File: src/rtl/hsp_pkg.sv
// What this block does
// - link runs asynchronously from 9600 to 921600 bps, plus 1 Mbps.
// - each character is eight data bits, no parity, one stop bit.
// - flow control uses request-to-send and clear-to-send, both active low.
// - after request-to-send drops the receiver still takes four more characters.
// - with clear-to-send left open the wake handshake stays off until the next reset.
// - wake mode off: clear-to-send pulled down, wake pins disconnected inputs.
// - wake mode on: clear-to-send and wake input float, no pull resistor.
// - wake mode on: the wake output is driven push-pull.
// - call control going high during data transfer hangs up and drops the wireless link.
// - generated baud rate stays within one percent of each nominal rate.
// - during reset and until initialisation all serial and wake pins are undriven.
// - flow control is recommended both ways; without it data may be lost.
package hsp_pkg;
  // ****************************
  // register map
  // ****************************
  localparam logic [4:0] HSP_CTRL_OFS = 5'h00;
  localparam logic [4:0] HSP_BAUD_OFS = 5'h04;
  localparam logic [4:0] HSP_TXDATA_OFS = 5'h08;
  localparam logic [4:0] HSP_RXDATA_OFS = 5'h0c;
  localparam logic [4:0] HSP_STATUS_OFS = 5'h10;
  // control fields
  localparam int HSP_CTRL_ENABLE = 0;
  localparam int HSP_CTRL_WAKE_MODE = 1;
  localparam int HSP_CTRL_FOUR_WIRE = 2;
  localparam int HSP_CTRL_WAKE_OUT = 3;
  // status fields
  localparam int HSP_ST_RX_AVAIL = 0;
  localparam int HSP_ST_TX_BUSY = 1;
  localparam int HSP_ST_CTS = 2;
  localparam int HSP_ST_WAKE_IN = 3;
  localparam int HSP_ST_CALL = 4;
  localparam int HSP_ST_HANGUP = 5;
  localparam int HSP_ST_OVERRUN = 6;
  localparam int HSP_ST_FRAME_ERR = 7;
  localparam int HSP_ST_RX_COUNT = 8;
  localparam int HSP_RXDATA_VALID = 8;
  localparam logic [31:0] HSP_CTRL_RESET = 32'h0000_0000;
  // synchroniser reset per pin {call, wake in, cts, rxd}: call control idles low
  localparam logic [3:0] HSP_PIN_RESET = 4'h7;
  // ****************************
  // timing
  // ****************************
  localparam int HSP_CLK_HZ = 200_000_000;
  localparam int HSP_DEFAULT_BPS = 115200;
  localparam logic [15:0] HSP_BAUD_RESET = 16'((HSP_CLK_HZ + HSP_DEFAULT_BPS / 2)
    / HSP_DEFAULT_BPS);
  localparam int HSP_RTS_MARGIN = 4;
  localparam logic [1:0] HSP_RESP_OKAY = 2'h0;
  localparam logic [1:0] HSP_RESP_SLVERR = 2'h2;
  // ****************************
  // character engine states
  // ****************************
  typedef enum logic [1:0] {
    HSP_IDLE = 2'h0,
    HSP_START = 2'h1,
    HSP_DATA = 2'h3,
    HSP_STOP = 2'h2
  } hsp_state_type;
endpackage

File: src/rtl/hsp_uart.sv
// The AXI4-Lite slave port and the register addresses were decided locally.
`timescale 1ns/100ps
`default_nettype none
module hsp_uart
  import hsp_pkg::*;
#(
  parameter int RX_DEPTH = 16
) (
  input wire logic aclk,
  input wire logic aresetn,
  input wire logic [31:0] s_axi_awaddr,
  input wire logic s_axi_awvalid,
  output logic s_axi_awready,
  input wire logic [31:0] s_axi_wdata,
  input wire logic [3:0] s_axi_wstrb,
  input wire logic s_axi_wvalid,
  output logic s_axi_wready,
  output logic [1:0] s_axi_bresp,
  output logic s_axi_bvalid,
  input wire logic s_axi_bready,
  input wire logic [31:0] s_axi_araddr,
  input wire logic s_axi_arvalid,
  output logic s_axi_arready,
  output logic [31:0] s_axi_rdata,
  output logic [1:0] s_axi_rresp,
  output logic s_axi_rvalid,
  input wire logic s_axi_rready,
  input wire logic rxd,
  input wire logic cts_n,
  input wire logic wake_in_n,
  input wire logic call_ctrl,
  input wire logic data_phase,
  output logic txd,
  output logic txd_oe,
  output logic rts_n,
  output logic rts_n_oe,
  output logic wake_out_n,
  output logic wake_out_oe,
  output logic cts_pulldown_en,
  output logic wake_in_input_en,
  output logic drop_link
);
  localparam int CW = $clog2(RX_DEPTH + 1);
  localparam int AW = $clog2(RX_DEPTH);

  // ****************************
  // pin synchronisers
  // ****************************
  logic [3:0] pin_raw;
  logic [3:0] pin_meta;
  logic [3:0] pin_sync;
  assign pin_raw = {call_ctrl, wake_in_n, cts_n, rxd};
  // two flops per pin; the first is read only by the second
  for (genvar g = 0; g < 4; g++) begin : g_sync
    always_ff @(posedge aclk) begin
      if (!aresetn) begin
        pin_meta[g] <= HSP_PIN_RESET[g]; // idle level, so no false edge after reset
        pin_sync[g] <= HSP_PIN_RESET[g];
      end else begin
        pin_meta[g] <= pin_raw[g];
        pin_sync[g] <= pin_meta[g];
      end
    end
  end
  logic rxd_s, cts_s, wake_in_s, call_s, call_prev;
  assign rxd_s = pin_sync[0];
  assign cts_s = pin_sync[1];
  assign wake_in_s = pin_sync[2];
  assign call_s = pin_sync[3];

  // ****************************
  // registers and pin modes
  // ****************************
  logic enable, wake_req, four_wire, wake_out_req;
  logic [15:0] baud_div;
  logic wake_en;
  logic hangup, overrun, frame_err;
  // wake mode is only live when enabled and not locked out by the open-cts setup
  assign wake_en = enable & wake_req & ~four_wire;
  // pins stay undriven inputs until software enables the port
  assign txd_oe = enable;
  assign rts_n_oe = enable;
  // pin type per wake mode
  assign cts_pulldown_en = enable & ~wake_en;
  assign wake_in_input_en = enable & wake_en;
  assign wake_out_oe = wake_en;
  assign wake_out_n = ~wake_out_req;

  // ****************************
  // axi4-lite slave
  // ****************************
  logic aw_held, w_held;
  logic [4:0] aw_ofs;
  logic [31:0] w_data;
  logic [3:0] w_strb;
  logic do_write, do_read, tx_push, rx_pop;
  logic tbuf_in_ready;
  logic [CW-1:0] rx_count;
  logic [7:0] rx_head;
  logic tx_busy;
  assign s_axi_awready = ~aw_held & ~s_axi_bvalid;
  assign s_axi_wready = ~w_held & ~s_axi_bvalid;
  assign s_axi_arready = ~s_axi_rvalid;
  // a data write waits while the transmit buffer is full
  assign do_write = aw_held & w_held & ~s_axi_bvalid
    & ((aw_ofs != HSP_TXDATA_OFS) | tbuf_in_ready);
  assign do_read = s_axi_arvalid & ~s_axi_rvalid;
  assign tx_push = do_write & (aw_ofs == HSP_TXDATA_OFS) & w_strb[0];
  assign rx_pop = do_read & (s_axi_araddr[4:0] == HSP_RXDATA_OFS)
    & (s_axi_araddr[31:5] == 27'h0) & (rx_count != '0);

  // address and data capture, response
  always_ff @(posedge aclk) begin
    if (!aresetn) begin
      aw_held <= 1'b0;
      w_held <= 1'b0;
      aw_ofs <= 5'h00;
      w_data <= 32'h0000_0000;
      w_strb <= 4'h0;
      s_axi_bvalid <= 1'b0;
      s_axi_bresp <= HSP_RESP_OKAY;
    end else begin
      if (s_axi_awvalid && s_axi_awready) begin
        aw_held <= 1'b1;
        aw_ofs <= (s_axi_awaddr[31:5] == 27'h0 && s_axi_awaddr[1:0] == 2'h0)
          ? s_axi_awaddr[4:0] : 5'h1f;
      end
      if (s_axi_wvalid && s_axi_wready) begin
        w_held <= 1'b1;
        w_data <= s_axi_wdata;
        w_strb <= s_axi_wstrb;
      end
      if (do_write) begin
        aw_held <= 1'b0;
        w_held <= 1'b0;
        s_axi_bvalid <= 1'b1;
        if (aw_ofs == HSP_CTRL_OFS || aw_ofs == HSP_BAUD_OFS || aw_ofs == HSP_TXDATA_OFS
            || aw_ofs == HSP_STATUS_OFS) begin
          s_axi_bresp <= HSP_RESP_OKAY;
        end else begin
          s_axi_bresp <= HSP_RESP_SLVERR;
        end
      end else if (s_axi_bready) begin
        s_axi_bvalid <= 1'b0;
      end
    end
  end

  // control and baud registers
  always_ff @(posedge aclk) begin
    if (!aresetn) begin
      enable <= HSP_CTRL_RESET[HSP_CTRL_ENABLE];
      wake_req <= HSP_CTRL_RESET[HSP_CTRL_WAKE_MODE];
      four_wire <= HSP_CTRL_RESET[HSP_CTRL_FOUR_WIRE];
      wake_out_req <= HSP_CTRL_RESET[HSP_CTRL_WAKE_OUT];
      baud_div <= HSP_BAUD_RESET;
    end else if (do_write && w_strb[0] && aw_ofs == HSP_CTRL_OFS) begin
      enable <= w_data[HSP_CTRL_ENABLE];
      wake_req <= w_data[HSP_CTRL_WAKE_MODE];
      four_wire <= four_wire | w_data[HSP_CTRL_FOUR_WIRE];
      wake_out_req <= w_data[HSP_CTRL_WAKE_OUT];
    end else if (do_write && aw_ofs == HSP_BAUD_OFS && w_strb[1:0] == 2'h3) begin
      // divisor of two or more keeps the mid-bit sample meaningful
      baud_div <= (w_data[15:0] < 16'h0002) ? 16'h0002 : w_data[15:0];
    end
  end

  // read data path
  always_ff @(posedge aclk) begin
    if (!aresetn) begin
      s_axi_rvalid <= 1'b0;
      s_axi_rdata <= 32'h0000_0000;
      s_axi_rresp <= HSP_RESP_OKAY;
    end else if (do_read) begin
      s_axi_rvalid <= 1'b1;
      s_axi_rresp <= HSP_RESP_OKAY;
      s_axi_rdata <= 32'h0000_0000;
      if (s_axi_araddr[31:5] != 27'h0 || s_axi_araddr[1:0] != 2'h0) begin
        s_axi_rresp <= HSP_RESP_SLVERR;
      end else if (s_axi_araddr[4:0] == HSP_CTRL_OFS) begin
        s_axi_rdata <= {28'h0, wake_out_req, four_wire, wake_req, enable};
      end else if (s_axi_araddr[4:0] == HSP_BAUD_OFS) begin
        s_axi_rdata <= {16'h0, baud_div};
      end else if (s_axi_araddr[4:0] == HSP_RXDATA_OFS) begin
        s_axi_rdata <= {23'h0, rx_count != '0, (rx_count != '0) ? rx_head : 8'h00};
      end else if (s_axi_araddr[4:0] == HSP_STATUS_OFS) begin
        s_axi_rdata <= {16'h0, 8'(rx_count), frame_err, overrun, hangup, call_s,
          wake_in_s, cts_s, tx_busy, rx_count != '0};
      end else if (s_axi_araddr[4:0] != HSP_TXDATA_OFS) begin
        s_axi_rresp <= HSP_RESP_SLVERR;
      end
    end else if (s_axi_rready) begin
      s_axi_rvalid <= 1'b0;
    end
  end

  // ****************************
  // two-entry transmit buffer
  // ****************************
  logic [7:0] tbuf [2];
  logic [1:0] tbuf_count;
  logic tbuf_wr, tbuf_rd;
  logic tbuf_out_valid, tbuf_out_ready;
  assign tbuf_in_ready = (tbuf_count != 2'h2);
  assign tbuf_out_valid = (tbuf_count != 2'h0);
  assign tbuf_wr = tx_push & tbuf_in_ready;
  assign tbuf_rd = tbuf_out_valid & tbuf_out_ready;
  // shift register style: entry 0 is always the oldest
  always_ff @(posedge aclk) begin
    if (!aresetn) begin
      tbuf_count <= 2'h0;
      tbuf[0] <= 8'h00;
      tbuf[1] <= 8'h00;
    end else begin
      tbuf_count <= tbuf_count + 2'(tbuf_wr) - 2'(tbuf_rd);
      if (tbuf_rd) begin
        tbuf[0] <= (tbuf_wr && tbuf_count == 2'h1) ? w_data[7:0] : tbuf[1];
      end else if (tbuf_wr && tbuf_count == 2'h0) begin
        tbuf[0] <= w_data[7:0];
      end
      if (tbuf_wr && (tbuf_count - 2'(tbuf_rd)) == 2'h1) begin
        tbuf[1] <= w_data[7:0];
      end
    end
  end

  // ****************************
  // transmitter
  // ****************************
  hsp_state_type tx_state;
  logic [15:0] tx_cnt;
  logic [2:0] tx_bit;
  logic [7:0] tx_shift;
  logic tx_tick;
  assign tx_tick = (tx_cnt == baud_div - 16'h0001);
  // a new character starts only while clear-to-send is low
  assign tbuf_out_ready = (tx_state == HSP_IDLE) & enable & ~cts_s;
  assign tx_busy = (tx_state != HSP_IDLE) | tbuf_out_valid;
  always_ff @(posedge aclk) begin
    if (!aresetn) begin
      tx_state <= HSP_IDLE;
      tx_cnt <= 16'h0000;
      tx_bit <= 3'h0;
      tx_shift <= 8'h00;
      txd <= 1'b1;
    end else begin
      tx_cnt <= (tx_state == HSP_IDLE || tx_tick) ? 16'h0000 : tx_cnt + 16'h0001;
      case (tx_state)
        HSP_IDLE: begin
          txd <= 1'b1;
          if (tbuf_rd) begin
            tx_shift <= tbuf[0];
            txd <= 1'b0;
            tx_state <= HSP_START;
          end
        end
        HSP_START: begin
          if (tx_tick) begin
            txd <= tx_shift[0];
            tx_bit <= 3'h0;
            tx_state <= HSP_DATA;
          end
        end
        HSP_DATA: begin
          if (tx_tick) begin
            if (tx_bit == 3'h7) begin
              txd <= 1'b1;
              tx_state <= HSP_STOP;
            end else begin
              txd <= tx_shift[tx_bit + 3'h1];
              tx_bit <= tx_bit + 3'h1;
            end
          end
        end
        HSP_STOP: begin
          if (tx_tick) begin
            tx_state <= HSP_IDLE;
          end
        end
        default: tx_state <= HSP_IDLE;
      endcase
    end
  end

  // ****************************
  // receiver
  // ****************************
  hsp_state_type rx_state;
  logic [15:0] rx_cnt;
  logic [2:0] rx_bit;
  logic [7:0] rx_shift;
  logic rx_tick, rx_done;
  assign rx_tick = (rx_cnt == ((rx_state == HSP_START) ? (baud_div >> 1)
    : baud_div - 16'h0001));
  always_ff @(posedge aclk) begin
    if (!aresetn) begin
      rx_state <= HSP_IDLE;
      rx_cnt <= 16'h0000;
      rx_bit <= 3'h0;
      rx_shift <= 8'h00;
      rx_done <= 1'b0;
    end else begin
      rx_done <= 1'b0;
      rx_cnt <= (rx_state == HSP_IDLE || rx_tick) ? 16'h0000 : rx_cnt + 16'h0001;
      case (rx_state)
        HSP_IDLE: begin
          if (enable && !rxd_s) begin
            rx_state <= HSP_START;
          end
        end
        HSP_START: begin
          // mid start bit: a glitch returns to idle
          if (rx_tick) begin
            rx_bit <= 3'h0;
            rx_state <= rxd_s ? HSP_IDLE : HSP_DATA;
          end
        end
        HSP_DATA: begin
          if (rx_tick) begin
            rx_shift <= {rxd_s, rx_shift[7:1]};
            rx_bit <= rx_bit + 3'h1;
            if (rx_bit == 3'h7) begin
              rx_state <= HSP_STOP;
            end
          end
        end
        HSP_STOP: begin
          if (rx_tick) begin
            rx_done <= 1'b1;
            rx_state <= HSP_IDLE;
          end
        end
        default: rx_state <= HSP_IDLE;
      endcase
    end
  end

  // ****************************
  // receive fifo and request-to-send
  // ****************************
  logic [7:0] rx_mem [RX_DEPTH];
  logic [AW-1:0] rx_wp, rx_rp;
  logic rx_push;
  assign rx_push = rx_done & (rx_count != CW'(RX_DEPTH));
  assign rx_head = rx_mem[rx_rp];
  always_ff @(posedge aclk) begin
    if (rx_push) begin
      rx_mem[rx_wp] <= rx_shift;
    end
  end
  always_ff @(posedge aclk) begin
    if (!aresetn) begin
      rx_wp <= '0;
      rx_rp <= '0;
      rx_count <= '0;
    end else begin
      rx_wp <= rx_push ? AW'((32'(rx_wp) + 1) % RX_DEPTH) : rx_wp;
      rx_rp <= rx_pop ? AW'((32'(rx_rp) + 1) % RX_DEPTH) : rx_rp;
      rx_count <= rx_count + CW'(rx_push) - CW'(rx_pop);
    end
  end
  // deassert while room for no more than the margin remains
  always_ff @(posedge aclk) begin
    if (!aresetn) begin
      rts_n <= 1'b1;
    end else begin
      rts_n <= ~enable | (rx_count >= CW'(RX_DEPTH - HSP_RTS_MARGIN));
    end
  end

  // ****************************
  // sticky status and call control
  // ****************************
  logic clr_status;
  assign clr_status = do_write & w_strb[0] & (aw_ofs == HSP_STATUS_OFS);
  // set wins over a write-one-to-clear in the same cycle
  always_ff @(posedge aclk) begin
    if (!aresetn) begin
      call_prev <= 1'b0;
      drop_link <= 1'b0;
      hangup <= 1'b0;
      overrun <= 1'b0;
      frame_err <= 1'b0;
    end else begin
      call_prev <= call_s;
      drop_link <= enable & data_phase & call_s & ~call_prev;
      hangup <= (enable & data_phase & call_s & ~call_prev)
        | (hangup & ~(clr_status & w_data[HSP_ST_HANGUP]));
      overrun <= (rx_done & ~rx_push) | (overrun & ~(clr_status & w_data[HSP_ST_OVERRUN]));
      frame_err <= (rx_state == HSP_STOP & rx_tick & ~rxd_s)
        | (frame_err & ~(clr_status & w_data[HSP_ST_FRAME_ERR]));
    end
  end
endmodule // hsp_uart
`default_nettype wire

File: config.mk
export PLATFORM = sky130hd
export DESIGN_NAME = hsp_uart
export DESIGN_NICKNAME = d
export VERILOG_FILES = /design/src/rtl/hsp_pkg.sv /design/src/rtl/hsp_uart.sv
export SDC_FILE = /design/constraint.sdc
export NUM_CORES = 1
export LEC_CHECK = 0
export BUFFER_PORTS_ARGS = -buffer_cell sky130_fd_sc_hd__buf_2
export CORE_MARGIN = 1.5
export CORE_UTILIZATION = 59
export CTS_BUF_LIST = sky130_fd_sc_hd__clkbuf_4
export DETAILED_ROUTE_END_ITERATION = 10
export GPL_TIMING_DRIVEN = 0
export PLACE_DENSITY = 0.89
export RECOVER_POWER = 50
export SLEW_MARGIN = 20
export SYNTH_ARGS = -nofsm -noshare
export SYNTH_HDL_FRONTEND = slang
export SYNTH_SLANG_ARGS = --single-unit
export TNS_END_PERCENT = 10
File: constraint.sdc
create_clock -name aclk -period 6.17 [get_ports aclk]
set_input_delay 0.3085 -clock aclk [delete_from_list [all_inputs] [get_ports aclk]]
set_output_delay 0.3085 -clock aclk [all_outputs]
set_load 0.1 [all_outputs]
# ---- Yosys cells after proc, flatten, opt, wreduce, memory -nomap -nowiden
# Memory sizes are Yosys's and may differ from the RTL's. A register that Yosys moved wholly into a read port is not among the register bits.
# Cells that the tools add are included.
dict set report totals {
  register_bits 164
  ramBits 144
  inputBits 112
  out_inout_bits 50
  elab_cells 270
  n_memories 2
}
dict set report classes {
  n_addsub 12
  magnitude_cmp 3
  n_eq_ne 34
  mux 67
  bitwise_logic 61
  reduce_logical 49
}
# name depth word_bits read_ports rd_clocked_by_memory_dff write_ports line_no
set mem_list {}
lappend mem_list {rx_mem 16 8 1 1 1 hsp_uart.sv:341} ;# logic [7:0] rx_mem [RX_DEPTH];
lappend mem_list {tbuf 2 8 2 1 2 hsp_uart.sv:200} ;# logic [7:0] tbuf [2];
# op count
set op_table {}
lappend op_table {{$mux W16} 5}
lappend op_table {{$logic_not A27 Y1} 2}
lappend op_table {{$mux W8} 5}
lappend op_table {{$mux W2} 18}
lappend op_table {{$and A1 B1 Y1} 34}
lappend op_table {{$add A16 B1 Y16 const B} 2}
lappend op_table {{$eq A16 B16 Y1} 2}
lappend op_table {{$reduce_bool A27 Y1} 1}
lappend op_table {{$mux W13} 2}
lappend op_table {{$mux W1} 23}
lappend op_table {{$ne A2 B2 Y1 const B} 11}
lappend op_table {{$not A1 Y1} 17}
lappend op_table {{$lt A16 B2 Y1 const B} 1}
lappend op_table {{$pmux W2 S4} 2}
lappend op_table {{$sub A16 B1 Y16 const B} 1}
lappend op_table {{$mux W3} 5}
lappend op_table {{$reduce_bool A2 Y1} 7}
lappend op_table {{$pmux W3 S2} 2}
lappend op_table {{$logic_and A1 B1 Y1} 11}
lappend op_table {{$eq A2 B2 Y1 const B} 5}
lappend op_table {{$eq A5 B3 Y1 const B} 2}
lappend op_table {{$eq A5 B4 Y1 const B} 2}
lappend op_table {{$eq A5 B5 Y1 const B} 2}
lappend op_table {{$logic_not A5 Y1} 2}
lappend op_table {{28 further kinds} 62}

# ---- Longest topological paths before layout
dict set report logic_depth {
  word_depth 12
  depth_mapped 16
  ltp_nobuf 15
}

# ---- Least setup slack after synthesis
# OpenSTA, ideal clock, no wires.
dict set report synth_path {
  path_kind {register to output}
  from {register enable (netlist: rts_n_oe)}
  to {output port cts_pulldown_en}
  arrival_ns 3.463
  t_required_ns 5.861
  slack_ns 2.398
  path_stages_with_launch 3
  path_buffers 1
  cell_sequence {dfxtp_1 clkbuf_1 a21boi_0}
}
dict set report synth_between {
  elab_chain_len 4
}
# item line_no
set synth_lines {}
lappend synth_lines {{start: declaration} hsp_uart.sv:74} ;# logic enable, wake_req, four_wire, wake_out_req;
lappend synth_lines {{start signal: assignment} hsp_uart.sv:152} ;# enable <= HSP_CTRL_RESET[HSP_CTRL_ENABLE];
lappend synth_lines {{start signal: assignment} hsp_uart.sv:158} ;# enable <= w_data[HSP_CTRL_ENABLE];
lappend synth_lines {{$and A1 B1 Y1 (2 in series)} hsp_uart.sv:79} ;# assign wake_en = enable & wake_req & ~four_wire;
lappend synth_lines {{$not A1 Y1} hsp_uart.sv:84} ;# assign cts_pulldown_en = enable & ~wake_en;
lappend synth_lines {{$and A1 B1 Y1 (*)} hsp_uart.sv:84}
lappend synth_lines {{end: declaration} hsp_uart.sv:39} ;# output logic cts_pulldown_en,
# Mark *: on every way between the ends. The rest lies on a longest branch, timed or not.

# ---- Final worst setup path
dict set report layout_path {
  from {register baud_div[0]}
  to {register tx_cnt[10]}
}
dict set report layout_between {
  elab_chain_len 4
}
# item line_no
set layout_lines {}
lappend layout_lines {{start: declaration} hsp_uart.sv:75} ;# logic [15:0] baud_div;
lappend layout_lines {{start signal: assignment} hsp_uart.sv:164} ;# baud_div <= (w_data[15:0] < 16'h0002) ? 16'h0002 : w_data[15:0];
lappend layout_lines {{$sub A16 B1 Y16} hsp_uart.sv:235} ;# assign tx_tick = (tx_cnt == baud_div - 16'h0001);
lappend layout_lines {{$eq A16 B16 Y1} hsp_uart.sv:235}
lappend layout_lines {{$logic_or A1 B1 Y1} hsp_uart.sv:247} ;# tx_cnt <= (tx_state == HSP_IDLE || tx_tick) ? 16'h0000 : tx_cnt + 16'h0001;
lappend layout_lines {{$reduce_or A2 Y1 (no line)} n/a}
lappend layout_lines {{end signal: assignment} hsp_uart.sv:247}
lappend layout_lines {{end: declaration} hsp_uart.sv:231} ;# logic [15:0] tx_cnt;
# No other way between the ends.
# A chain may end at the register's enable or synchronous reset.

==> qor.yml <==
clockBufferDepth: 3
drive_above_1_share_pct: 19.4
finalHoldViolCount: 0
avgSynthCellArea_um2: 11.0
clock_sinks: 302
worstMarginPinSlew_ps: 1260
rsz0062_at_grt: "no"
cts-buffers-inserted: 76
finalCritPeriodShare_pct: 65.9
dieArea_um2: 24700
grt_max_degree: 18
fin_nets: 1668
netlist_area_um2: 14000
grt_pass1_vias: 11400
wl_um: 38100
ys.flop_type: "dfxtp_1"
grt_overflow_total: 0
relSlewSlack_pct: 16.1
hpwl_um: 25900
wl_met1_um: 13900
fin_hold_ws_ps: 59.2
fin_util_pct: 70.3
layout_min_cycle_time_ps: 4070
tns_ps: 0
drtIter0Drc: 1135
critical_path_required_ps: 6790
hold_depth: 4
grt_pass1_wl_um: 59300
ir_drop_mv: 0.213
reg2reg_depth: 14
finalSetupViolCount: 0
ios: 162
final_max_slew_viol_count: 0
root_buffer: "clkbuf_4"
finClkSkew_ps: 52.5
wire_per_inst_um: 20.0
final_common_cell: "dfxtp_1"
rows: 56
place_area_um2: 15200
fmax_mhz: 246
crit_fanout: 10
io_buffers: 124
antenna_found_initial: 1
initial_core_util_pct: 60.0
htreeDepth: 3
die_h_um: 157
detail-route-antenna-nets: 0
die_w_um: 157
final_cell_area_um2: 16500
netlist_instances: 1276
routabilityCongestion: 0.939
synth_edf_count: 144
ys_async_sr_fraction_pct: 0
leakage_nw: 5.51
powerDensity_nw_per_um2: 249
status: "finished, final reports clean"
critPathKind: "register to register"
core-area_um2: 23400
ys_seq_elements: 302
cts.repair.resized: 0
yosysUniqueCellTypes: 77
yosysWarnings: 0
first_pass_iters: 6
end_kind: "register"
start_kind: "register"
tritoncts: "built"
yosysSeqAreaShare_pct: 53.3
area_growth_pct: 17.2
wl_met3_um: 3390
via_per_inst: 6.01
hold_path.class: "input pin to register"
arrival_ps: 4690
top_layer_used: "met4"
insertion_delay_ps: 750
wl_met2_um: 19000
track_usage_pct: 31.6
final_cell_mix: "dfxtp_1 (158), edfxtp_1 (144), nand2_1 (142)"
num_vias: 11500
cap_violations: 0
clk_pin_slew_ps: 80
drc: 0
[Yosys cell counts (7+ instances only)]
cell | count | area, um^2
and2_1 | 37 | 231
or4_1 | 7 | 52.6
buf_2 | 8 | 40.0
o211ai_1 | 10 | 75.1
nor2_1 | 109 | 409
edfxtp_1 | 144 | 4320
mux4_2 | 42 | 946
a221oi_1 | 8 | 70.1
nand2_1 | 142 | 533
mux2i_1 | 23 | 230
inv_1 | 42 | 158
dfxtp_1 | 158 | 3160
nand2b_1 | 14 | 87.6
ha_1 | 23 | 288
xnor2_1 | 42 | 368
nor2b_1 | 21 | 131
nor3_1 | 23 | 115
nor4_1 | 21 | 131
o22ai_1 | 9 | 56.3
and3_1 | 14 | 87.6
buf_4 | 20 | 150
nand4_1 | 20 | 125
o21ai_0 | 32 | 160
a22oi_1 | 13 | 97.6
a21oi_1 | 28 | 140
a21boi_0 | 39 | 293
nand3_1 | 32 | 160
clkbuf_1 | 58 | 218
xor2_1 | 37 | 324
[registers in the layout, summed over array words and instances (netlist names), 4 cells and up, named ones only]
signal       cells
rx_mem         128
baud_div        16
rx_cnt          16
s_axi_rdata     16
tbuf            16
tx_cnt          16
w_data          16
rx_shift         8
tx_shift         8
aw_ofs           5
rx_count         5
pin_meta         4
rx_rp            4
rx_wp            4
[layout make-up]
type | instances | area [um^2]
fillers | 1632 | 6950
inverters | 42 | 158
plain buffers | 96 | 469
diodes | 1 | 2.50
well taps | 319 | 399
clock inverters | 24 | 179
multi-input cells | 853 | 6010
clock buffers | 108 | 811
flip-flops and latches | 302 | 7490
repair buffers | 161 | 945
[stage by stage]
step | total power, mW | setup WS (ps) | instances
6_report | 4.10 | 2100 | 1906
5_1_grt | 4.22 | 1810 | 1906
4_1_cts | 4.11 | 2190 | 1905
3_5_place_dp | 2.37 | 2190 | 1737
3_3_place_gp | 2.36 | 2240 | 1736
2_1_floorplan | 2.30 | 2400 | 1293
[kinds of logic (layout without fill, tap and decap cells)]
group | after synthesis | in the layout | synth area share [%]
simple gates | 475 | 475 | 17.1
flops | 302 | 302 | 53.3
compound gates | 191 | 191 | 9.56
buf+inv | 138 | 431 | 4.46
xor+xnor | 79 | 79 | 4.93
mux | 66 | 66 | 8.46
fa+ha+maj | 24 | 24 | 2.19
other cells | 1 | 19 | 0.0267
[repair_timing]
item	CTS	global route
endpoints found under the hold margin	30	0
hold buffers	36	0
setup buffers	0	0
endpoints found under the setup margin	0	0
[report_power, final]
part	internal (mW)	switching, mW
clock network	0.903	0.848
registers	2.10	0.0224
logic	0.0728	0.155
total	3.08	1.02
[final timing paths]
kind | start | to | slack [ps]
setup reg to reg | baud_div[0] | tx_cnt[10] | 2100
setup / recovery | baud_div[0] | tx_cnt[10] | 2100
hold / removal | s_axi_awaddr[18] | aw_ofs[1] | 60
hold reg to reg | call_prev | drop_link | 420
[metal layers]
| layer | track usage (%) | vias up |
|---|---|---|
| met4 | 17.6 | 0 |
| met5 | 0 | - |
| met2 | 54.4 | 676 |
| met1 | 36.8 | 5468 |
| li1 | - | 5141 |
| met3 | 6.72 | 171 |
[critical path: stages (launching register included)]
cell and delay [ps]:
dfxtp_1 350, clkbuf_1 290, inv_1 130, ha_1 140, buf_2 220, nor4b_2 780
a21oi_1 150, a2111oi_0 340, nor4bb_1 280, nor4b_1 260, and4bb_1 410, or2_2 170
clkbuf_2 180, buf_4 200, nor2_1 60
Power figures use the tool's default switching activity.
